## config.mk

```make
export PLATFORM = sky130hd
export DESIGN_NAME = ctg_clamp_timing
export DESIGN_NICKNAME = d
export VERILOG_FILES = /design/src/hdl/ctg_pkg.sv /design/src/hdl/ctg_clamp_timing.sv
export VERILOG_INCLUDE_DIRS = /design/src /design/src/hdl
export SDC_FILE = /design/constraint.sdc
export NUM_CORES = 1
export LEC_CHECK = 0
export BUFFER_PORTS_ARGS = -buffer_cell sky130_fd_sc_hd__buf_2
export CORE_MARGIN = 3
export CORE_UTILIZATION = 50
export CTS_CLUSTER_SIZE = 24
export DETAILED_ROUTE_END_ITERATION = 16
export GPL_TIMING_DRIVEN = 0
export PLACE_DENSITY = 0.92
export SLEW_MARGIN = 5
export SYNTH_ARGS = -nofsm -noshare
export SYNTH_HDL_FRONTEND = slang
export SYNTH_SLANG_ARGS = --single-unit
```

## constraint.sdc

```tcl
create_clock -name aclk -period 2.6 [get_ports aclk]
set_clock_uncertainty 0.1 [all_clocks]
set_input_delay 0.39 -clock aclk [delete_from_list [all_inputs] [get_ports aclk]]
set_output_delay 0.39 -clock aclk [all_outputs]
set_load 0.03 [all_outputs]
```

## src/hdl/ctg_defines.svh

```systemverilog
// register offsets, field positions, reset values, clamp codes and bus response codes of the clamp timing generator
// Function
// RULE_01: the line sync input is the timing reference for the clamp window.
// RULE_02: when the external window select bit is 1 the window comes straight from the clamp pin.
// RULE_03: the window input sense bit chooses the active level of the clamp pin.
// RULE_04: internally the window starts after the start-delay count of pixel periods from sync trailing edge.
// RULE_05: internally the window stays active for the window length count of pixel periods.
// RULE_06: start delay and window length are each an eight-bit unsigned value.
// RULE_07: during the window each channel is driven to its clamp target so black converts to code zero.
// RULE_08: software is advised to start with a delay of nine and a length of twenty pixel periods.
// RULE_09: the clamp pin is used only while the pin enable bit is set; it resets to zero.
// RULE_10: each of the three converters has its own midscale or ground clamp target select bit.
// RULE_11: only the leading sync edge is active, falling for sense 0 and rising for sense 1; the code acts on the trailing edge.
// RULE_12: the counters restart on every sync trailing edge and the window ends when length expires.
`ifndef CTG_DEFINES_SVH
`define CTG_DEFINES_SVH

`define CTG_ADDR_W        4
`define CTG_OFF_CTRL      4'h0
`define CTG_OFF_DELAY     4'h4
`define CTG_OFF_LENGTH    4'h8
`define CTG_OFF_STATUS    4'hc

`define CTG_CTRL_PIN_EN   7
`define CTG_CTRL_PIN_POL  6
`define CTG_CTRL_SYNC_POL 5
`define CTG_CTRL_MID_LSB  0

`define CTG_CTRL_RST      8'h00
`define CTG_DELAY_RST     8'h00
`define CTG_LENGTH_RST    8'h00

`define CTG_CODE_GROUND   8'h00
`define CTG_CODE_MID      8'h80

`define CTG_RESP_OKAY     2'b00
`define CTG_RESP_SLVERR   2'b10

`endif

```

## src/hdl/ctg_pkg.sv

```systemverilog
// types of the clamp timing generator
`default_nettype none
package ctg_pkg;
  typedef enum logic [1:0] {
    CTG_IDLE   = 2'b00,
    CTG_DELAY  = 2'b01,
    CTG_ACTIVE = 2'b10
  } ctg_state_t;
endpackage
`default_nettype wire

```

## src/hdl/ctg_clamp_timing.sv

```systemverilog
// clamp window generator with axi4-lite register slave
//
// The implementer's own choices: the AXI4-Lite register port and the register offsets.
`timescale 1ns/1ps
`default_nettype none
`include "ctg_defines.svh"

module ctg_clamp_timing #(
  parameter int CNT_W = 8
) (
  input  wire logic                   aclk,
  input  wire logic                   aresetn,
  input  wire logic                   ce,
  input  wire logic [`CTG_ADDR_W-1:0] s_axi_awaddr,
  input  wire logic                   s_axi_awvalid,
  output logic                        s_axi_awready,
  input  wire logic [31:0]            s_axi_wdata,
  input  wire logic [3:0]             s_axi_wstrb,
  input  wire logic                   s_axi_wvalid,
  output logic                        s_axi_wready,
  output logic [1:0]                  s_axi_bresp,
  output logic                        s_axi_bvalid,
  input  wire logic                   s_axi_bready,
  input  wire logic [`CTG_ADDR_W-1:0] s_axi_araddr,
  input  wire logic                   s_axi_arvalid,
  output logic                        s_axi_arready,
  output logic [31:0]                 s_axi_rdata,
  output logic [1:0]                  s_axi_rresp,
  output logic                        s_axi_rvalid,
  input  wire logic                   s_axi_rready,
  input  wire logic                   line_sync,
  input  wire logic                   clamp_pin,
  output logic                        clamp_window,
  output logic [7:0]                  red_clamp_code,
  output logic [7:0]                  green_clamp_code,
  output logic [7:0]                  blue_clamp_code
);

  // register file and bus handshake state
  logic [7:0]             ctrl_q, ctrl_d;
  logic [CNT_W-1:0]       delay_q, delay_d;
  logic [CNT_W-1:0]       length_q, length_d;
  logic                   aw_have_q, aw_have_d;
  logic                   w_have_q, w_have_d;
  logic [`CTG_ADDR_W-1:0] awaddr_q, awaddr_d;
  logic [7:0]             wdata_q, wdata_d;
  logic                   wstrb0_q, wstrb0_d;
  logic                   bvalid_q, bvalid_d;
  logic [1:0]             bresp_q, bresp_d;
  logic                   rvalid_q, rvalid_d;
  logic [1:0]             rresp_q, rresp_d;
  logic [31:0]            rdata_q, rdata_d;

  // window generator state
  ctg_pkg::ctg_state_t    state_q, state_d;
  logic [CNT_W-1:0]       cnt_q, cnt_d;
  logic                   sync_q, sync_d;
  logic                   win_q, win_d;
  logic [7:0]             red_q, red_d, green_q, green_d, blue_q, blue_d;
  logic                   trail;
  logic                   ext_win;

  // register offset decode, shared by both bus directions
  function automatic logic mapped(input logic [`CTG_ADDR_W-1:0] a);
    mapped = (a == `CTG_OFF_CTRL) || (a == `CTG_OFF_DELAY) ||
             (a == `CTG_OFF_LENGTH) || (a == `CTG_OFF_STATUS);
  endfunction

  // clamp target code for one converter
  function automatic logic [7:0] target(input logic mid);
    target = mid ? `CTG_CODE_MID : `CTG_CODE_GROUND;
  endfunction

  // handshakes complete only on enabled edges, so the bus sees the block stall while ce is low
  assign s_axi_awready = ce && !aw_have_q && !bvalid_q;
  assign s_axi_wready  = ce && !w_have_q && !bvalid_q;
  assign s_axi_arready = ce && !rvalid_q;
  assign s_axi_bvalid  = bvalid_q && ce;
  assign s_axi_bresp   = bresp_q;
  assign s_axi_rvalid  = rvalid_q && ce;
  assign s_axi_rresp   = rresp_q;
  assign s_axi_rdata   = rdata_q;

  // bus next state: capture address and data in either order, then write and respond
  always_comb
  begin
    ctrl_d    = ctrl_q;
    delay_d   = delay_q;
    length_d  = length_q;
    aw_have_d = aw_have_q;
    w_have_d  = w_have_q;
    awaddr_d  = awaddr_q;
    wdata_d   = wdata_q;
    wstrb0_d  = wstrb0_q;
    bvalid_d  = bvalid_q;
    bresp_d   = bresp_q;
    rvalid_d  = rvalid_q;
    rresp_d   = rresp_q;
    rdata_d   = rdata_q;
    if (s_axi_awvalid && s_axi_awready)
    begin
      aw_have_d = 1'b1;
      awaddr_d  = s_axi_awaddr;
    end
    if (s_axi_wvalid && s_axi_wready)
    begin
      w_have_d = 1'b1;
      wdata_d  = s_axi_wdata[7:0];
      wstrb0_d = s_axi_wstrb[0];
    end
    if (aw_have_q && w_have_q)
    begin
      aw_have_d = 1'b0;
      w_have_d  = 1'b0;
      bvalid_d  = 1'b1;
      bresp_d   = mapped(awaddr_q) ? `CTG_RESP_OKAY : `CTG_RESP_SLVERR;
      if (wstrb0_q)
      begin
        unique case (awaddr_q)
          `CTG_OFF_CTRL:   ctrl_d   = wdata_q;
          `CTG_OFF_DELAY:  delay_d  = wdata_q; // RULE_06
          `CTG_OFF_LENGTH: length_d = wdata_q; // RULE_06
          default:         ;
        endcase
      end
    end
    if (bvalid_q && s_axi_bready)
      bvalid_d = 1'b0;
    if (rvalid_q && s_axi_rready)
      rvalid_d = 1'b0;
    if (s_axi_arvalid && s_axi_arready)
    begin
      rvalid_d = 1'b1;
      rresp_d  = mapped(s_axi_araddr) ? `CTG_RESP_OKAY : `CTG_RESP_SLVERR;
      unique case (s_axi_araddr)
        `CTG_OFF_CTRL:   rdata_d = {24'h000000, ctrl_q};
        `CTG_OFF_DELAY:  rdata_d = {24'h000000, delay_q};
        `CTG_OFF_LENGTH: rdata_d = {24'h000000, length_q};
        `CTG_OFF_STATUS: rdata_d = {29'h0, win_q, state_q};
        default:         rdata_d = 32'h00000000;
      endcase
    end
  end

  // bus registers
  always_ff @(posedge aclk)
  begin
    if (!aresetn)
    begin
      ctrl_q    <= `CTG_CTRL_RST; // RULE_09
      delay_q   <= `CTG_DELAY_RST;
      length_q  <= `CTG_LENGTH_RST;
      aw_have_q <= 1'b0;
      w_have_q  <= 1'b0;
      awaddr_q  <= '0;
      wdata_q   <= 8'h00;
      wstrb0_q  <= 1'b0;
      bvalid_q  <= 1'b0;
      bresp_q   <= `CTG_RESP_OKAY;
      rvalid_q  <= 1'b0;
      rresp_q   <= `CTG_RESP_OKAY;
      rdata_q   <= 32'h00000000;
    end
    else if (ce)
    begin
      ctrl_q    <= ctrl_d;
      delay_q   <= delay_d;
      length_q  <= length_d;
      aw_have_q <= aw_have_d;
      w_have_q  <= w_have_d;
      awaddr_q  <= awaddr_d;
      wdata_q   <= wdata_d;
      wstrb0_q  <= wstrb0_d;
      bvalid_q  <= bvalid_d;
      bresp_q   <= bresp_d;
      rvalid_q  <= rvalid_d;
      rresp_q   <= rresp_d;
      rdata_q   <= rdata_d;
    end
  end

  // trailing edge is the opposite of the active leading edge chosen by the sense bit
  assign trail = ctrl_q[`CTG_CTRL_SYNC_POL] ? (sync_q && !line_sync)
                                            : (!sync_q && line_sync); // RULE_01 RULE_11
  // external window, level-adjusted, used only while enabled
  assign ext_win = (clamp_pin == ctrl_q[`CTG_CTRL_PIN_POL]); // RULE_03

  // window generator next state
  always_comb
  begin
    state_d = state_q;
    cnt_d   = cnt_q;
    sync_d  = line_sync;
    if (trail)
    begin
      state_d = ctg_pkg::CTG_DELAY; // RULE_12
      cnt_d   = delay_q;
    end
    else
    begin
      unique case (state_q)
        ctg_pkg::CTG_IDLE: ;
        ctg_pkg::CTG_DELAY:
          if (cnt_q == '0)
          begin
            state_d = (length_q == '0) ? ctg_pkg::CTG_IDLE : ctg_pkg::CTG_ACTIVE; // RULE_04
            cnt_d   = length_q;
          end
          else
            cnt_d = cnt_q - 1'b1;
        ctg_pkg::CTG_ACTIVE:
          if (cnt_q <= 1)
          begin
            state_d = ctg_pkg::CTG_IDLE; // RULE_05 RULE_12
            cnt_d   = '0;
          end
          else
            cnt_d = cnt_q - 1'b1;
        default:
          state_d = ctg_pkg::CTG_IDLE;
      endcase
    end
    win_d = ctrl_q[`CTG_CTRL_PIN_EN] ? ext_win
                                     : (state_d == ctg_pkg::CTG_ACTIVE); // RULE_02 RULE_09
    red_d   = target(ctrl_q[`CTG_CTRL_MID_LSB]);   // RULE_10
    green_d = target(ctrl_q[`CTG_CTRL_MID_LSB+1]); // RULE_10
    blue_d  = target(ctrl_q[`CTG_CTRL_MID_LSB+2]); // RULE_10
  end

  // window generator registers
  always_ff @(posedge aclk)
  begin
    if (!aresetn)
    begin
      state_q <= ctg_pkg::CTG_IDLE;
      cnt_q   <= '0;
      sync_q  <= 1'b1; // idle level for the reset sense, so no false edge after reset
      win_q   <= 1'b0;
      red_q   <= `CTG_CODE_GROUND;
      green_q <= `CTG_CODE_GROUND;
      blue_q  <= `CTG_CODE_GROUND;
    end
    else if (ce)
    begin
      state_q <= state_d;
      cnt_q   <= cnt_d;
      sync_q  <= sync_d;
      win_q   <= win_d;
      red_q   <= red_d;
      green_q <= green_d;
      blue_q  <= blue_d;
    end
  end

  assign clamp_window     = win_q;   // RULE_07
  assign red_clamp_code   = red_q;
  assign green_clamp_code = green_q;
  assign blue_clamp_code  = blue_q;

  // checks
  a_ext_pin_follow: assert property (@(posedge aclk) disable iff (!aresetn) // RULE_02
    ce && ctrl_q[`CTG_CTRL_PIN_EN] && $stable(ctrl_q) |=> win_q == $past(ext_win))
    else $error("window does not follow clamp pin");
  a_pin_polarity: assert property (@(posedge aclk) disable iff (!aresetn) // RULE_03
    ce && ctrl_q[`CTG_CTRL_PIN_EN] && clamp_pin != ctrl_q[`CTG_CTRL_PIN_POL] |=> !win_q)
    else $error("inactive pin level opened the window");
  a_delay_start: assert property (@(posedge aclk) disable iff (!aresetn) // RULE_04
    ce && trail && delay_q == 8'h00 && length_q != 8'h00 && !ctrl_q[`CTG_CTRL_PIN_EN]
    |=> ce && !trail |=> state_q == ctg_pkg::CTG_ACTIVE)
    else $error("window did not start after zero delay");
  a_active_ends: assert property (@(posedge aclk) disable iff (!aresetn) // RULE_05
    ce && !trail && state_q == ctg_pkg::CTG_ACTIVE && cnt_q == 8'h01
    |=> state_q == ctg_pkg::CTG_IDLE)
    else $error("window did not end when length expired");
  a_trail_restart: assert property (@(posedge aclk) disable iff (!aresetn) // RULE_12
    ce && trail |=> state_q == ctg_pkg::CTG_DELAY && cnt_q == $past(delay_q))
    else $error("counter not restarted on trailing edge");
  a_pin_ignored: assert property (@(posedge aclk) disable iff (!aresetn) // RULE_09
    ce && !ctrl_q[`CTG_CTRL_PIN_EN] |=> win_q == (state_q == ctg_pkg::CTG_ACTIVE))
    else $error("pin used while disabled");
  a_mid_target: assert property (@(posedge aclk) disable iff (!aresetn) // RULE_10
    ce |=> red_q == target($past(ctrl_q[0])) && green_q == target($past(ctrl_q[1]))
      && blue_q == target($past(ctrl_q[2])))
    else $error("clamp target code mismatch");
  a_delay_count: assert property (@(posedge aclk) disable iff (!aresetn) // RULE_04
    ce && !trail && state_q == ctg_pkg::CTG_DELAY && cnt_q != 8'h00
    |=> state_q == ctg_pkg::CTG_DELAY && cnt_q == $past(cnt_q) - 8'h01)
    else $error("delay count not decremented");
  a_bresp_map: assert property (@(posedge aclk) disable iff (!aresetn) // RULE_06
    ce && aw_have_q && w_have_q |=> bvalid_q && (bresp_q == `CTG_RESP_OKAY) == mapped($past(awaddr_q)))
    else $error("write response wrong");

endmodule // ctg_clamp_timing

`default_nettype wire

```

; Word-level counts from Yosys, hierarchy flattened
; Index checks and enable logic that the tools add are counted.
; W data, S select, Z words.
[classes]
muxes = 25
magnitude_cmp = 1
reduce_logical = 49
add_sub_neg = 1
eq_ne = 10
[op_table]
columns = operator, count
row1 = $mux W8, 6
row2 = $pmux W8 S4, 1
row3 = $reduce_and A2 Y1, 9
row4 = $eq A4 B4 Y1 const B, 4
row5 = $logic_not A8 Y1, 2
row6 = $pmux W8 S2, 1
row7 = $logic_and A1 B1 Y1, 15
row8 = $mux W2, 6
row9 = $reduce_and A4 Y1, 3
row10 = $mux W1, 10
row11 = $eq A4 B3 Y1 const B, 2
row12 = $le A8 B1 Y1 const B, 1
row13 = $logic_not A4 Y1, 2
row14 = $reduce_bool A2 Y1, 4
row15 = $sub A8 B1 Y8 const B, 1
row16 = $logic_not A1 Y1, 6
row17 = $logic_or A1 B1 Y1, 6
row18 = $pmux W2 S3, 1
row19 = $eq A2 B2 Y1 const B, 2
row20 = $reduce_bool A3 Y1, 1
row21 = $eq A2 B1 Y1 const B, 1
row22 = $logic_not A2 Y1, 1
row23 = $eq A1 B1 Y1, 1
[word_totals]
word_cells = 106
in_bits = 54
output_inout_bits = 66
regBits = 113

; Logic depth before layout (Yosys ltp)
[logic_depth]
word_depth = 7
ltp_mapped = 7
mapped_depth_nobuf = 7

; Least setup slack after synthesis
; OpenSTA, ideal clock, no wires.
[synth_path]
path_type = input -> register
start = in ce
end = reg rdata_q[0] (netlist: s_axi_rdata[0])
cell_stages = 5
n_path_buf = 0
arrival_time_ns = 2.027
slack_ns = 0.406
required_time_ns = 2.433
setup_ns = 0.067
path_cell_list = nor2b_1 nand2_1 nor3_1 a22oi_1 nor2_1
[synth_between]
elab_chain_cells = 3
[synth_lines]
columns = item, line
row1 = "start, declared", ctg_clamp_timing.sv:13  ; input wire logic ce,
row2 = $logic_and A1 B1 Y1, ctg_clamp_timing.sv:77  ; assign s_axi_arready = ce && !rvalid_q;
row3 = $logic_and A1 B1 Y1, ctg_clamp_timing.sv:131  ; if (s_axi_arvalid && s_axi_arready)
row4 = $reduce_and A2 Y1 (no source line) (*), -
row5 = "end signal, assigned", ctg_clamp_timing.sv:178  ; rdata_q <= rdata_d;
row6 = "end, declared", ctg_clamp_timing.sv:52  ; logic [31:0] rdata_q, rdata_d;
; Every way passes the cells marked *; elsewhere a longest branch is shown, timed or not.
; A chain may end at the register's enable or synchronous reset.

; Final worst setup path
[layout_path]
start = in ce
end = out s_axi_rvalid
[layout_between]
elab_chain_cells = 1
[layout_lines]
columns = item, line
row1 = $logic_and A1 B1 Y1, ctg_clamp_timing.sv:80  ; assign s_axi_rvalid = rvalid_q && ce;
row2 = "end, declared", ctg_clamp_timing.sv:29  ; output logic s_axi_rvalid,
; No other way between the ends.

==> run_summary.xml <==
<?xml version="1.0" encoding="UTF-8"?>
<metrics>
  <group name="cts">
    <metric name="htree_levels" unit="">3</metric>
    <metric name="cts_root_buffer" unit="">clkbuf_8</metric>
    <metric name="post_cts_resized" unit="">0</metric>
    <metric name="worst_skew_pair.late_latency" unit="ns">0.34</metric>
    <metric name="hold_buffers" unit="">0</metric>
    <metric name="clk_transition_reported_paths" unit="ns">0.07</metric>
    <metric name="cts_inserted_buffers" unit="">9</metric>
    <metric name="cts_tree" unit="">built</metric>
    <metric name="max-clock-path-buffers" unit="">2</metric>
    <metric name="sinks_on_the_clock_net" unit="">66</metric>
    <metric name="post-cts-setup-buffers" unit="">0</metric>
  </group>
  <group name="yosys">
    <metric name="synth_cell_types" unit="">47</metric>
    <metric name="yosys_warnings" unit="">0</metric>
    <metric name="syn_avg_cell_area" unit="um2">8.76</metric>
    <metric name="syn-instance-count" unit="">392</metric>
    <metric name="synthesis.area" unit="mm2">0.00344</metric>
    <metric name="synth-seq-cells" unit="">66</metric>
    <metric name="ys_seq_area_share" unit="%">38.5</metric>
  </group>
  <group name="timing">
    <metric name="maxSlewHeadroom" unit="%">27.5</metric>
    <metric name="final_clock_period_utilization_by_the_worst_path" unit="%">92.8</metric>
    <metric name="fin_setup_tns" unit="ns">0</metric>
    <metric name="max_freq" unit="MHz">414</metric>
    <metric name="slew_violations" unit="">0</metric>
    <metric name="timing_hold_violations_final" unit="">0</metric>
    <metric name="grt_setup_unrepaired" unit="">no</metric>
    <metric name="finalCriticalPeriod" unit="ns">2.41</metric>
    <metric name="report.final.setup_viol" unit="">0</metric>
    <metric name="worstMarginPinSlew" unit="ns">1.08</metric>
    <metric name="timing.final.ws_setup" unit="ns">0.187</metric>
  </group>
  <group name="placed_design">
    <metric name="finalWeightedCongestion" unit="">0.909</metric>
    <metric name="place_hpwl" unit="um">6350</metric>
    <metric name="dpl_worst_slack" unit="ns">0.231</metric>
    <metric name="dpl.cell_count" unit="">558</metric>
    <metric name="numPortBuffers" unit="">43</metric>
  </group>
  <group name="cells_and_area">
    <metric name="utilization" unit="%">64.2</metric>
    <metric name="final-instance-count-excl-fill" unit="">574</metric>
    <metric name="finish.net_count" unit="">549</metric>
    <metric name="post_route_cells_drive_above_1_share" unit="%">23.7</metric>
    <metric name="antenna_cells" unit="">0</metric>
    <metric name="area_growth_syn_to_layout" unit="%">21.3</metric>
  </group>
  <group name="floorplan">
    <metric name="die_area" unit="mm2">0.00790</metric>
    <metric name="initial_utilization" unit="%">52.9</metric>
    <metric name="row_count" unit="">29</metric>
    <metric name="top_level_ports" unit="">120</metric>
    <metric name="area_inside_the_core_boundary" unit="mm2">0.00649</metric>
    <metric name="chipHeight" unit="um">88.9</metric>
    <metric name="die_width" unit="um">88.9</metric>
  </group>
  <group name="worst_setup_path">
    <metric name="worstSetupEndpoint" unit="">s_axi_rvalid</metric>
    <metric name="critPathMaxFanout" unit="">10</metric>
    <metric name="critPathLaunchType" unit="">input pin</metric>
    <metric name="cp_data_arrival_time" unit="ns">1.92</metric>
    <metric name="critical_path.reg2reg.endpoint" unit="">s_axi_rdata[1]</metric>
    <metric name="critical_path.endpoint_type" unit="">output pin</metric>
    <metric name="r2r_setup_slack" unit="ns">0.33</metric>
    <metric name="r2r_cells" unit="">5</metric>
    <metric name="worst_r2r_startpoint" unit="">rvalid_q</metric>
    <metric name="crit_path_start" unit="">ce</metric>
    <metric name="critical_path_required" unit="ns">2.11</metric>
    <metric name="crit_type" unit="">input pin to output pin</metric>
  </group>
  <group name="run">
    <metric name="count_of_max_cap_constraint_violations" unit="">0</metric>
  </group>
  <group name="routing">
    <metric name="routed_via_density" unit="">5.28</metric>
    <metric name="routed-via-count" unit="">3031</metric>
    <metric name="route.final.wire_length" unit="um">8450</metric>
    <metric name="drt_drc_violations_left" unit="">0</metric>
    <metric name="routed_wire_length_per_instance" unit="um">14.7</metric>
    <metric name="drt_iter0_drc" unit="">266</metric>
    <metric name="firstDrtPassIters" unit="">4</metric>
    <metric name="postRouteAntennaNets" unit="">0</metric>
  </group>
  <group name="grt">
    <metric name="grt_start_max_net_pins" unit="">14</metric>
    <metric name="grt_usage" unit="%">22.1</metric>
    <metric name="grt-ovfl-total" unit="">0</metric>
    <metric name="grt_first_pass_wirelength" unit="um">13500</metric>
    <metric name="grt_pass1_vias" unit="">2752</metric>
    <metric name="antenna_found_initial" unit="">0</metric>
  </group>
  <group name="pwr">
    <metric name="total_power" unit="W">0.00251</metric>
    <metric name="powerDensity" unit="mW/mm2">603</metric>
    <metric name="total_leakage_power" unit="nW">2.02</metric>
    <metric name="vdd.ir_drop.worst" unit="mV">0.619</metric>
  </group>
  <group name="min_path">
    <metric name="min_path_type" unit="">input pin to flip-flop</metric>
  </group>
  <group name="status">
    <metric name="status" unit="">finished clean</metric>
  </group>
</metrics>
[per-stage QoR]
stage	hold WS (ns)	area, um2
after floorplan	0.332	3610
after global placement	0.350	3920
after detailed placement	0.353	3920
after CTS	0.120	4170
after global routing	0.133	4170
final	0.130	4170
[registers in the layout (all words and copies together) (netlist names), 2 cells and up]
signal,count
wdata_q,8
cnt_q,8
length_q,8
s_axi_rdata,8
awaddr_q,4
ctrl_q,8
state_q,2
delay_q,8
[critical path, stage by stage]
cell and delay, ns:
buf_2 0.16, clkbuf_1 0.38, buf_1 0.57, and2_1 0.22, buf_2 0.19
[power by group]
part           leakage, nW  switching, W  internal (W)
Combinational         1.36      0.000251      0.000144
Clock                0.124      0.000421      0.000647
Sequential           0.534     0.0000207       0.00103
Total                 2.02      0.000692       0.00182
[worst min-delay path by stage]
stage,from,endpoint,depth (start not counted)
global route,s_axi_bready,bvalid_q,2
floorplan,wstrb0_q,wstrb0_q,2
finish,s_axi_bready,bvalid_q,2
global placement,wstrb0_q,wstrb0_q,2
detailed placement,wstrb0_q,wstrb0_q,2
CTS,s_axi_bready,bvalid_q,2
[cells in the mapped netlist (all sizes together)]
| library cell | count | area [um2] |
|---|---|---|
| nand2b | 6 | 37.5 |
| nor4 | 6 | 52.6 |
| o22ai | 3 | 18.8 |
| o22a | 1 | 8.76 |
| o21ai | 12 | 60.1 |
| a32o | 1 | 10.0 |
| a32oi | 1 | 8.76 |
| nor2 | 59 | 221 |
| xnor2 | 4 | 35.0 |
| o221ai | 1 | 8.76 |
| nand3b | 2 | 15.0 |
| a21oi | 16 | 80.1 |
| or4 | 3 | 26.3 |
| and2 | 4 | 25.0 |
| o31ai | 6 | 45.0 |
| and4 | 2 | 17.5 |
| conb | 1 | 3.75 |
| nor3 | 7 | 57.6 |
| inv | 5 | 18.8 |
| a31o | 1 | 8.76 |
| xor2 | 1 | 8.76 |
| a31oi | 2 | 12.5 |
| a2111oi | 1 | 8.76 |
| nand3 | 6 | 30.0 |
| mux4 | 3 | 67.6 |
| nor2b | 4 | 25.0 |
| mux2i | 39 | 390 |
| a22oi | 12 | 90.1 |
| ha | 3 | 37.5 |
| or3 | 1 | 6.26 |
| nand2 | 32 | 120 |
| a211oi | 6 | 45.0 |
| o41ai | 1 | 27.5 |
| nand4 | 1 | 6.26 |
| nor3b | 2 | 15.0 |
| and3 | 3 | 18.8 |
| dfxtp | 66 | 1320 |
| clkbuf | 13 | 48.8 |
| o21bai | 1 | 7.51 |
| buf | 54 | 389 |
[cells in the final DEF (no fill, tap or decap), types with 11 or more instances in the layout]
cell type and instances:
dfxtp_1 66, mux2i_1 39, o21ai_0 11, nand2_1 32, conb_1 47, nor2_1 59
clkbuf_1 13, buf_2 45, a21oi_1 16, buf_4 47, a22oi_1 12
[cell type report]
cell class	instances	area, um2
clock inverters	7	125
multi-input cells	300	1830
well taps	77	96.3
inverters	5	18.8
flip-flops and latches	66	1320
clock buffers	9	124
fillers	553	2330
repair buffers	43	215
plain buffers	67	438
[kinds of logic after synthesis]
kind of cell | count (synthesis) | share of synthesized area (%)
mux | 42 | 13.3
buf+inv | 72 | 13.3
simple gates | 138 | 19.6
other cells | 1 | 0.109
compound gates | 65 | 12.8
xor+xnor | 5 | 1.27
flops | 66 | 38.5
fa+ha+maj | 3 | 1.09
[layer usage]
metal | part of all wire [%] | routed length (um) | vias to the layer above | global-route usage, %
li1 | - | - | 1478 | -
met1 | 39 | 3280 | 1412 | 27.4
met2 | 52 | 4430 | 124 | 38.1
met3 | 6.3 | 530 | 17 | 2.67
met4 | 2.3 | 197 | 0 | 10.9
met5 | 0 | 0 | - | 0
Note: power is estimated with default switching activity, not from simulation.
